<file path="config.mk">
export PLATFORM = sky130hd
export DESIGN_NAME = dac_link_master_flat
export DESIGN_NICKNAME = d
export VERILOG_FILES = /design/src/core/dac_link_pkg.sv /design/src/core/dac_link_if.sv /design/src/core/dac_link_master.sv /design/src/core/word_fifo.sv /design/src/flat_wrapper.sv
export VERILOG_INCLUDE_DIRS = /design/src /design/src/core
export SDC_FILE = /design/constraint.sdc
export NUM_CORES = 1
export LEC_CHECK = 0
export ABC_AREA = 1
export BUFFER_PORTS_ARGS = -buffer_cell sky130_fd_sc_hd__buf_2
export CAP_MARGIN = 20
export CELL_PAD_IN_SITES_DETAIL_PLACEMENT = 0
export CELL_PAD_IN_SITES_GLOBAL_PLACEMENT = 2
export CORE_MARGIN = 1
export CORE_UTILIZATION = 37
export CTS_CLUSTER_DIAMETER = 40
export DETAILED_ROUTE_END_ITERATION = 7
export GPL_ROUTABILITY_DRIVEN = 0
export GPL_TIMING_DRIVEN = 0
export PLACE_DENSITY = 0.77
export RECOVER_POWER = 25
export REMOVE_ABC_BUFFERS = 1
export SKIP_LAST_GASP = 1
export SYNTH_ARGS = -nofsm -noshare
export SYNTH_HDL_FRONTEND = slang
export SYNTH_HIERARCHICAL = 1
export SYNTH_SLANG_ARGS = --single-unit
</file>
<file path="constraint.sdc">
create_clock -name core_clk -period 2.3 [get_ports core_clk]
set_input_delay 0.46 -clock core_clk [delete_from_list [all_inputs] [get_ports core_clk]]
set_output_delay 0.46 -clock core_clk [all_outputs]
set_load 0.02 [all_outputs]
</file>
<file path="src/core/dac_link_consts.svh">
// timing counts and code constants for the serial converter link
`ifndef DAC_LINK_CONSTS_SVH
`define DAC_LINK_CONSTS_SVH
`define WORD_BITS        16
`define MID_SCALE        16'h8000
`define SEG_BITS         4
`define SEG_SWITCHES     15
`define LADDER_BITS      12
`define CLK_PERIOD_NS    50
`define SCLK_HALF_CYCLES 4
`define CS_GAP_CYCLES    2
`define LOAD_WIDTH_NS    30
`define LOAD_DELAY_NS    30
`define LOAD_WIDTH_CYCLES ((`LOAD_WIDTH_NS + `CLK_PERIOD_NS - 1) / `CLK_PERIOD_NS)
`define LOAD_DELAY_CYCLES ((`LOAD_DELAY_NS + `CLK_PERIOD_NS - 1) / `CLK_PERIOD_NS)
`endif

</file>
<file path="src/core/dac_link_pkg.sv">
// types shared by both ends of the serial converter link
package dac_link_pkg;
    typedef logic [15:0] word_t;
    typedef enum logic { LOAD_STROBE, LOAD_TIED } load_mode_t;
endpackage

</file>
<file path="src/core/dac_link_if.sv">
// serial link between the master and the converter front end
`timescale 1ns/1ps
`default_nettype none
interface dac_link_if;
    logic csN;
    logic sclk;
    logic sdi;
    logic latchLoadN;
    modport master (output csN, output sclk, output sdi, output latchLoadN);
    modport converter (input csN, input sclk, input sdi, input latchLoadN);
endinterface
`default_nettype wire

</file>
<file path="src/core/dac_link_master.sv">
// master end: buffers words and sends them as 16-clock frames
`timescale 1ns/1ps
`default_nettype none
`include "dac_link_consts.svh"
module dac_link_master (
    input  wire logic                    core_clk,
    input  wire logic                    nrst,
    dac_link_if.master                   link,
    input  wire dac_link_pkg::word_t     wordData,
    input  wire logic                    wordValid,
    output logic                         wordReady,
    input  wire dac_link_pkg::load_mode_t loadMode,
    output logic                         busy
);
    import dac_link_pkg::*;
    typedef enum { IDLE, LEAD, SHIFT_LO, SHIFT_HI, GAP, LOAD_WAIT, LOAD_PULSE } mstate_t;
    mstate_t     state_q;
    word_t       fData;
    logic        fValid;
    logic        fReady;
    word_t       sh_q;
    logic [4:0]  bitCnt_q;
    logic [3:0]  tick_q;
    logic        csN_q;
    logic        sclk_q;
    logic        sdi_q;
    logic        ldN_q;
    logic        busy_q;
    wire         tickDone = tick_q == 4'(`SCLK_HALF_CYCLES - 1);
    // full frames only, so no resend is ever needed
    wire         lastBit  = bitCnt_q == 5'(`WORD_BITS);
    assign fReady = (state_q == IDLE);
    word_fifo #(.WIDTH(16), .DEPTH(8)) u_word_fifo (
        .core_clk (core_clk),
        .nrst     (nrst),
        .inData   (wordData),
        .inValid  (wordValid),
        .inReady  (wordReady),
        .outData  (fData),
        .outValid (fValid),
        .outReady (fReady)
    );
    assign link.csN        = csN_q;
    assign link.sclk       = sclk_q;
    assign link.sdi        = sdi_q;
    assign link.latchLoadN = ldN_q;
    assign busy            = busy_q;
    always_ff @(posedge core_clk or negedge nrst) begin
        if (!nrst) begin
            state_q  <= IDLE;
            sh_q     <= '0;
            bitCnt_q <= '0;
            tick_q   <= '0;
            csN_q    <= 1'b1;
            sclk_q   <= 1'b1;
            sdi_q    <= 1'b0;
            ldN_q    <= 1'b1;
            busy_q   <= 1'b0;
        end else begin
            tick_q <= tickDone ? '0 : tick_q + 1'b1;
            // strobe stays high while selected in strobe mode, low when tied
            if (loadMode == LOAD_TIED) ldN_q <= 1'b0;
            unique case (state_q)
                IDLE: begin
                    tick_q <= '0;
                    busy_q <= fValid;
                    if (loadMode == LOAD_STROBE) ldN_q <= 1'b1;
                    if (fValid) begin
                        sh_q     <= fData;
                        csN_q    <= 1'b0;
                        bitCnt_q <= '0;
                        state_q  <= LEAD;
                    end
                end
                LEAD: if (tickDone) begin
                    sclk_q  <= 1'b0;
                    sdi_q   <= sh_q[15];
                    sh_q    <= {sh_q[14:0], 1'b0};
                    state_q <= SHIFT_LO;
                end
                // data change on falling edge, msb first; full 16 clocks
                SHIFT_LO: if (tickDone) begin
                    sclk_q   <= 1'b1;
                    bitCnt_q <= bitCnt_q + 1'b1;
                    state_q  <= SHIFT_HI;
                end
                SHIFT_HI: if (tickDone) begin
                    if (lastBit) begin
                        csN_q   <= 1'b1;
                        state_q <= GAP;
                    end else begin
                        sclk_q  <= 1'b0;
                        sdi_q   <= sh_q[15];
                        sh_q    <= {sh_q[14:0], 1'b0};
                        state_q <= SHIFT_LO;
                    end
                end
                GAP: if (tickDone) state_q <= (loadMode == LOAD_STROBE) ? LOAD_WAIT : IDLE;
                LOAD_WAIT: if (tick_q == 4'(`LOAD_DELAY_CYCLES)) begin
                    ldN_q   <= 1'b0;
                    tick_q  <= '0;
                    state_q <= LOAD_PULSE;
                end
                LOAD_PULSE: if (tick_q == 4'(`LOAD_WIDTH_CYCLES)) begin
                    ldN_q   <= 1'b1;
                    state_q <= IDLE;
                end
            endcase
        end
    end
endmodule
`default_nettype wire

</file>
<file path="src/core/word_fifo.sv">
// small valid/ready word fifo
`timescale 1ns/1ps
`default_nettype none
module word_fifo #(
    parameter int WIDTH = 16,
    parameter int DEPTH = 8
) (
    input  wire logic             core_clk,
    input  wire logic             nrst,
    input  wire logic [WIDTH-1:0] inData,
    input  wire logic             inValid,
    output logic                  inReady,
    output logic      [WIDTH-1:0] outData,
    output logic                  outValid,
    input  wire logic             outReady
);
    localparam int AW = $clog2(DEPTH);
    logic [WIDTH-1:0] mem [DEPTH];
    logic [AW:0]      wrPtr_q;
    logic [AW:0]      rdPtr_q;
    logic             ready_q;
    wire              push = inValid && inReady;
    wire              pop  = outValid && outReady;
    wire  [AW:0]      wrNext = push ? wrPtr_q + 1'b1 : wrPtr_q;
    wire  [AW:0]      rdNext = pop ? rdPtr_q + 1'b1 : rdPtr_q;
    // ready registered from the next fill level
    assign inReady  = ready_q;
    assign outValid = wrPtr_q != rdPtr_q;
    assign outData  = mem[rdPtr_q[AW-1:0]];
    always_ff @(posedge core_clk) begin
        if (push) mem[wrPtr_q[AW-1:0]] <= inData;
    end
    always_ff @(posedge core_clk or negedge nrst) begin
        if (!nrst) begin
            wrPtr_q <= '0;
            rdPtr_q <= '0;
            ready_q <= 1'b1;
        end else begin
            wrPtr_q <= wrNext;
            rdPtr_q <= rdNext;
            ready_q <= (wrNext - rdNext) != (AW+1)'(DEPTH);
        end
    end
endmodule
`default_nettype wire

</file>
<file path="src/flat_wrapper.sv">
// flat-port wrapper written by rule: the top's interface ports become plain ports
module dac_link_master_flat import dac_link_pkg::*;
  (core_clk, nrst, wordData, wordValid, wordReady, loadMode, busy, link_csN, link_sclk, link_sdi, link_latchLoadN);
  dac_link_if link_i ();
  input  wire logic core_clk;
  input  wire logic nrst;
  input  wire dac_link_pkg::word_t wordData;
  input  wire logic wordValid;
  output logic wordReady;
  input  wire dac_link_pkg::load_mode_t loadMode;
  output logic busy;
  output wire logic [$bits(link_i.csN)-1:0] link_csN;
  output wire logic [$bits(link_i.sclk)-1:0] link_sclk;
  output wire logic [$bits(link_i.sdi)-1:0] link_sdi;
  output wire logic [$bits(link_i.latchLoadN)-1:0] link_latchLoadN;
  assign link_csN = link_i.csN;
  assign link_sclk = link_i.sclk;
  assign link_sdi = link_i.sdi;
  assign link_latchLoadN = link_i.latchLoadN;
  dac_link_master u_core (.core_clk(core_clk), .nrst(nrst), .link(link_i), .wordData(wordData), .wordValid(wordValid), .wordReady(wordReady), .loadMode(loadMode), .busy(busy));
endmodule
</file>
Word level (Yosys, flattened, before mapping) --
Memories as Yosys holds them, arrays and structs flattened. Cells that the tools add are included. W data, S select, Z words.
Cells by class: reduce and logical (&&, ||, !) cells 15, equality and inequality tests 20, add/sub/neg operators 5, mux-type cells 43
Operators by type and width (number):
- $mux W32 | 7
- $pmux W32 S7 | 1
- $eq A32 B3 Y1 const B | 3
- $eq A32 B2 Y1 const B | 2
- $logic_not A32 Y1 | 2
- $mux W16 | 4
- $pmux W16 S3 | 1
- $eq A32 B1 Y1 const B | 1
- $mux W1 | 16
- $mux W4 | 4
- $ne A2 B1 Y1 const B | 8
- $add A4 B1 Y4 const B | 3
- $mux W5 | 2
- $pmux W5 S2 | 1
- $reduce_and A5 Y1 | 2
- $pmux W4 S2 | 1
- $reduce_and A4 Y1 | 2
- $reduce_and A7 Y1 | 1
- $mux W3 | 2
- $pmux W1 S3 | 2
- $reduce_bool A2 Y1 | 3
- $reduce_bool A3 Y1 | 2
- $add A5 B1 Y5 const B | 1
- $eq A5 B5 Y1 const B | 1
- other kinds (9) | 11
Storage, ports and cells: flip-flop bits (word level) 71, output and inout port bits 6, input port bits 20, memories 1, memory bits (writable) 128
Memory list:
- u_core.u_word_fifo.mem | depth 8, bits a word 16, rd ports 1, clocked after Yosys merged registers in 0, write ports 1, RTL line word_fifo.sv:18 | logic [WIDTH-1:0] mem [DEPTH];

Depth between registers and ports, before layout --
word-level depth 5, mapped depth 20, gate-level depth less buffers 20

By module --
The synthesis kept the hierarchy.
Modules (own cells, without submodules):
- word_fifo | area each 5649.2 um2, instances 1, cells an instance 465
- dac_link_master | area each 2149.6 um2, instances 1, cells an instance 289

Worst setup path before layout --
OpenSTA, ideal clock, no wires.
path kind register to register, start point reg u_core.state_q[1], end point reg u_core.u_word_fifo.ready_q (netlist: u_core/u_word_fifo/inReady), arrival time 2.218 ns, cell stages (with the launch flop) 18, path buffers 1, setup slack 0.006 ns, cell sequence dfrtp_1 buf_6 nor2_1 nand2_1 inv_1 nand2_8 nor2_4 xor2_2 inv_2 ha_1 nand2_1 nand2_1 a21oi_1 nand3_1 nand2_1 nand3_1 nand2_1 nand2_1
On the way: cells in the longest elaborated chain, start to end 5
Ends and longest elaborated chain:
- start, declared | RTL line dac_link_master.sv:17 | mstate_t state_q;
- start signal, assigned | RTL line dac_link_master.sv:98 | GAP: if (tickDone) state_q <= (loadMode == LOAD_STROBE) ? LOAD_WAIT : IDLE;
- $logic_not A32 Y1 | RTL line dac_link_master.sv:32 | assign fReady = (state_q == IDLE);
- net u_core.fReady | RTL line dac_link_master.sv:20 | logic fReady;
- $logic_and A1 B1 Y1 | RTL line word_fifo.sv:23 | wire pop = outValid && outReady;
- $mux W4 | RTL line word_fifo.sv:25 | wire [AW:0] rdNext = pop ? rdPtr_q + 1'b1 : rdPtr_q;
- net u_core.u_word_fifo.rdNext[2] | RTL line word_fifo.sv:25
- $sub A4 B4 Y4 | RTL line word_fifo.sv:41 | ready_q <= (wrNext - rdNext) != (AW+1)'(DEPTH);
- $ne A4 B4 Y1 | RTL line word_fifo.sv:41
- end signal, assigned | RTL line word_fifo.sv:41
- end, declared | RTL line word_fifo.sv:21 | logic ready_q;
The timed path passes the listed nets, and every way through them passes these cells. A chain may end at the register's enable or synchronous reset.

Worst setup path after layout --
start point reg u_core.u_word_fifo.rdPtr_q[1], end point reg u_core.u_word_fifo.ready_q (netlist: u_core/u_word_fifo/inReady)
On the way: cells in the longest elaborated chain, start to end 5, elaborated cells between the ends (all ways) 6, classes of those cells add/sub: 2; eq/ne: 2; mux: 1; reduce/logical: 1
Ends and longest elaborated chain:
- start, declared | RTL line word_fifo.sv:20 | logic [AW:0] rdPtr_q;
- start signal, assigned | RTL line word_fifo.sv:40 | rdPtr_q <= rdNext;
- $ne A4 B4 Y1 | RTL line word_fifo.sv:28 | assign outValid = wrPtr_q != rdPtr_q;
- net u_core.fValid | RTL line dac_link_master.sv:19 | logic fValid;
- $logic_and A1 B1 Y1 | RTL line word_fifo.sv:23
- $mux W4 | RTL line word_fifo.sv:25
- net u_core.u_word_fifo.rdNext[2] | RTL line word_fifo.sv:25
- $sub A4 B4 Y4 | RTL line word_fifo.sv:41
- $ne A4 B4 Y1 | RTL line word_fifo.sv:41
The timed path passes the listed nets, and every way through them passes these cells.

==> flow_summary.rst <==
.. list-table::
   :header-rows: 1

   * - Metric
     - Value
   * - Slowest stage cell on the critical path
     - dfrtp_4
   * - Maximum achievable frequency
     - 0.4357 GHz
   * - Clk pin slew, worst setup/hold paths
     - 0.07 ns
   * - WP data arrival
     - 2.65 ns
   * - Endpoint type of the worst setup path
     - flop
   * - Final hold violation count
     - 0
   * - CTS buffer count
     - 17
   * - Crit-path cells
     - buf_16 -> inv_16 -> nand2_4 -> nand2_4 -> nor2_4 -> nand2_4 -> nand2_8 -> nor2_4 -> xor2_2 -> inv_2 -> ha_4 -> nand2_2 -> nand2_2 -> a21oi_2 -> nand3_1 -> nand2_2 -> nand3_2 -> nand2_2 -> nand2_1
   * - Simple-gate area share of the yosys netlist
     - 19.75%
   * - Standard-cell row count
     - 52
   * - HP Class
     - input pin to flop
   * - Ratio of cells with drive above 1 in the final layout
     - 19.95%
   * - Std-Cell Core Area
     - 20,430 um^2
   * - Number of library cell types mapped by synthesis
     - 35
   * - Latest clock arrival within the worst-skew pair
     - 0.43 ns
   * - CTS H-tree depth
     - 4
   * - Final WL
     - 19,080 um
   * - Initial drt markers
     - 256
   * - Number of global-route vias before repair
     - 5,321
   * - Post-synthesis share of cell area spent on xor and xnor gates
     - 0.9947%
   * - Share of synthesized area occupied by flip-flops and latches
     - 62.83%
   * - Die area
     - 21,660 um^2
   * - Post-DP HPWL
     - 11,120 um
   * - Post-layout utilization of the core
     - 45.80%
   * - Number of synthesized register bits
     - 170
   * - Final Cycle Share
     - 99.79%
   * - Detailed-route via count
     - 5,488
   * - Die Ht
     - 147.2 um
   * - Hold worst-path end
     - u_core/u_word_fifo/mem[0][2]
   * - FF-to-FF Start
     - u_core/u_word_fifo/rdPtr_q[1]
   * - Run status
     - finished clean
   * - Worst hold slack after final layout
     - 0.3204 ns
   * - Slack of the worst reg-to-reg path
     - 0.005 ns
   * - Worst flop-to-flop path endpoint
     - u_core/u_word_fifo/inReady
   * - Skew final
     - 0.009628 ns
   * - Transition time at the pin with the least slew margin
     - 0.6240 ns
   * - Compound-gate portion of the synthesized area
     - 9.498%
   * - Synth warn
     - 6
   * - Initial antenna violation count
     - 0
   * - Clock tree from TritonCTS
     - yes
   * - Worst-case headroom to the max-slew limit
     - 58.35%
   * - Slowest stage delay, CP
     - 0.52 ns
   * - Wire length of the first global-routing pass
     - 29,860 um
   * - Number of antenna repair diodes
     - 0
   * - Type of the setup path with the least slack
     - flop to flop
   * - Initial core utilization
     - 38.17%
   * - Worst endpoint required time
     - 2.66 ns
   * - Number of buffers and inverters on the critical path
     - 3
   * - Total count of max-transition violations in the final report
     - 0
   * - CP startpoint kind
     - flop
   * - Critical-path maximum fanout
     - 4
   * - DRC viols
     - 0
   * - Combinational family with the most area after synthesis
     - simple AND/OR/NAND/NOR gates
   * - Top-Level Pins
     - 26
   * - Clock net sink count
     - 170
   * - Post-Synth Adder-Cell Area
     - 1.444%
   * - Launch instance of the worst min-delay path
     - wordData[2]
   * - Area of the mapped netlist
     - 7799 um^2
   * - Pleak
     - 3.803 nW
   * - RSZ-0062 raised after global routing
     - yes
   * - Aggregate negative setup slack
     - 0 ns
   * - Number of detailed-routing iterations run before antenna repair
     - 5
   * - Worst-case setup slack after placement
     - -1.163 ns
   * - Count of nets left with antenna violations after detail routing
     - 0
   * - Most common cell on crit path
     - nand2_2
   * - Total global-route track usage
     - 18.60%
   * - Maximum number of pins on one net before global-route repair
     - 43
   * - Final setup fails
     - 0
   * - Post-synthesis cell count
     - 754
   * - Hold depth
     - 1
   * - Per-cell routed wire length
     - 17.40 um
   * - Remaining Overflow, GRT
     - 0
   * - Multiplexer fraction of the synthesized cell area
     - 0%
   * - Post-Syn Area per Cell
     - 10.34 um^2
   * - Vias per cell
     - 5.003
   * - Setup ws final
     - 0.004835 ns
   * - Kind of cell adding the most delay to the critical path
     - simple AND/OR/NAND/NOR gates
   * - Worst Reg2Reg Path Length in Cells
     - 19
   * - Number of I/O port buffers
     - 25
   * - Final nets
     - 843
   * - Pwr dens
     - 1449 nW/um^2
   * - Largest buffer count on any clock path
     - 2
   * - Highest ir drop seen on vdd
     - 658.8 uV
   * - Final worst path period need
     - 2.295 ns
   * - Relative area change from synthesis to final layout
     - 19.97%
   * - Clock root buffer
     - clkbuf_16
   * - Number of violations of the max-capacitance limit
     - 0
   * - Die width
     - 147.2 um
==> state kept, by name (all words and copies together) (netlist names) <==
| signal | count |
|---|---|
| u_core/state_q | 3 |
| u_core/tick_q | 4 |
| u_core/u_word_fifo/mem | 128 |
| u_core/link.sclk | 1 |
| u_core/link.csN | 1 |
| u_core/u_word_fifo/wrPtr_q | 4 |
| u_core/u_word_fifo/inReady | 1 |
| u_core/u_word_fifo/rdPtr_q | 4 |
| u_core/bitCnt_q | 5 |
| u_core/busy | 1 |
| u_core/sh_q | 16 |
| u_core/link.sdi | 1 |
| u_core/link.latchLoadN | 1 |
==> metrics by stage <==
stage               cell area (um^2)  total power, mW  instances
detailed placement              8240            9.537       1025
CTS                             9219            13.35       1086
finish                          9356            13.56       1097
global placement                8051            9.246       1015
global route                    9356            14.53       1097
floorplan                       7589            7.896        720
==> power by group <==
part / leakage (nW) / total [mW] / internal, mW / switching (mW)
logic: 1.85 / 6.51 / 2.52 / 3.99
clock network: 0.282 / 2.75 / 1.45 / 1.30
registers: 1.67 / 4.30 / 3.96 / 0.346
total: 3.80 / 13.6 / 7.92 / 5.64
==> area by class of cell <==
| class | count | area [um^2] |
|---|---|---|
| fill | 1907 | 11070 |
| tap | 270 | 337.8 |
| sequential | 170 | 4916 |
| timing repair inverter | 3 | 28.78 |
| clock buffer | 18 | 429.2 |
| multi-input combinational | 492 | 2577 |
| inverter | 58 | 264.0 |
| timing repair buffer | 72 | 663.1 |
| clock inverter | 14 | 140.1 |
==> Yosys cell counts <==
cell	n	area share [%]
edfxtp_1	128	49
clkbuf_1	13	0.63
ha_1	9	1.4
o21ai_2	1	0.11
dfrtp_1	38	12
nand3b_2	1	0.14
nand2_1	171	8.2
inv_1	49	2.4
inv_2	9	0.43
nor3_1	4	0.26
buf_2	9	0.58
nand4_1	1	0.080
buf_6	9	1.3
a21oi_4	1	0.21
nand3_1	58	3.7
xor2_1	4	0.45
nand2_2	8	0.64
nor2_4	3	0.43
nand3_2	3	0.39
or2_0	1	0.080
dfstp_2	4	1.3
nand2_8	1	0.26
xor2_2	1	0.21
o21ai_0	72	4.6
o22ai_1	32	2.6
buf_1	2	0.096
nand2_4	5	0.72
xnor2_1	3	0.34
o21bai_1	16	1.5
nor2_1	87	4.2
nor2_2	2	0.16
o211ai_1	2	0.19
a21oi_1	4	0.26
buf_4	1	0.096
nand3_4	2	0.45
==> cells by family (layout without fill, tap and decap cells) <==
kind of cell / count (synthesis) / count (layout)
fa+ha+maj: 9 / 9
compound gates: 128 / 128
xor+xnor: 8 / 8
buf+inv: 92 / 165
flops: 170 / 170
simple gates: 347 / 347
==> worst register-to-register path, cell delays in order (launching register included) <==
cell and delay (ns):
dfrtp_4 0.52, buf_16 0.16, inv_16 0.06, nand2_4 0.04, nand2_4 0.07, nor2_4 0.04, nand2_4 0.08, nand2_8 0.07
nor2_4 0.10, xor2_2 0.18, inv_2 0.08, ha_4 0.23, nand2_2 0.06, nand2_2 0.06, a21oi_2 0.11, nand3_1 0.09
nand2_2 0.10, nand3_2 0.07, nand2_2 0.07, nand2_1 0.05
==> per-layer routing <==
layer / wire, um / track usage [%]
met5: 0 / 0
met4: 265 / 6.237
met3: 730 / 2.826
met2: 9784 / 32.33
met1: 8302 / 23.63
==> worst max path at each step <==
stage | start | end | slack (ns) | cells past startpoint
detailed placement | u_core/u_word_fifo/rdPtr_q[0] | u_core/u_word_fifo/inReady | -1.16 | 18
global route | u_core/u_word_fifo/rdPtr_q[1] | u_core/u_word_fifo/inReady | -0.11 | 20
finish | u_core/u_word_fifo/rdPtr_q[1] | u_core/u_word_fifo/inReady | 0.005 | 19
floorplan | u_core/u_word_fifo/rdPtr_q[0] | u_core/u_word_fifo/inReady | -1.23 | 18
CTS | u_core/u_word_fifo/rdPtr_q[1] | u_core/u_word_fifo/inReady | -0.01 | 20
global placement | u_core/u_word_fifo/rdPtr_q[0] | u_core/u_word_fifo/inReady | -2.61 | 18
==> cells in the final DEF (no fill, tap or decap), types with 8 or more instances in the layout <==
master | netlist | final
buf_2 | 9 | 11
inv_6 | 0 | 8
buf_8 | 0 | 8
edfxtp_1 | 128 | 128
inv_1 | 49 | 45
nand2_1 | 171 | 162
nor2_2 | 2 | 10
buf_4 | 1 | 29
o21ai_0 | 72 | 72
clkbuf_16 | 0 | 17
nand3_1 | 58 | 56
nand2_2 | 8 | 15
clkbuf_1 | 13 | 15
dfrtp_1 | 38 | 31
inv_2 | 9 | 9
nor2_1 | 87 | 78
o21bai_1 | 16 | 16
o22ai_1 | 32 | 32
==> repair_timing <==
item	in CTS	in global routing
hold buffers	0	1
resized for setup	36	16
cloned	6	0
setup endpoints to repair	32	17
setup buffers	23	9
pin swaps	14	13
hold endpoints to repair	0	5
Power figures use the tool's default switching activity.
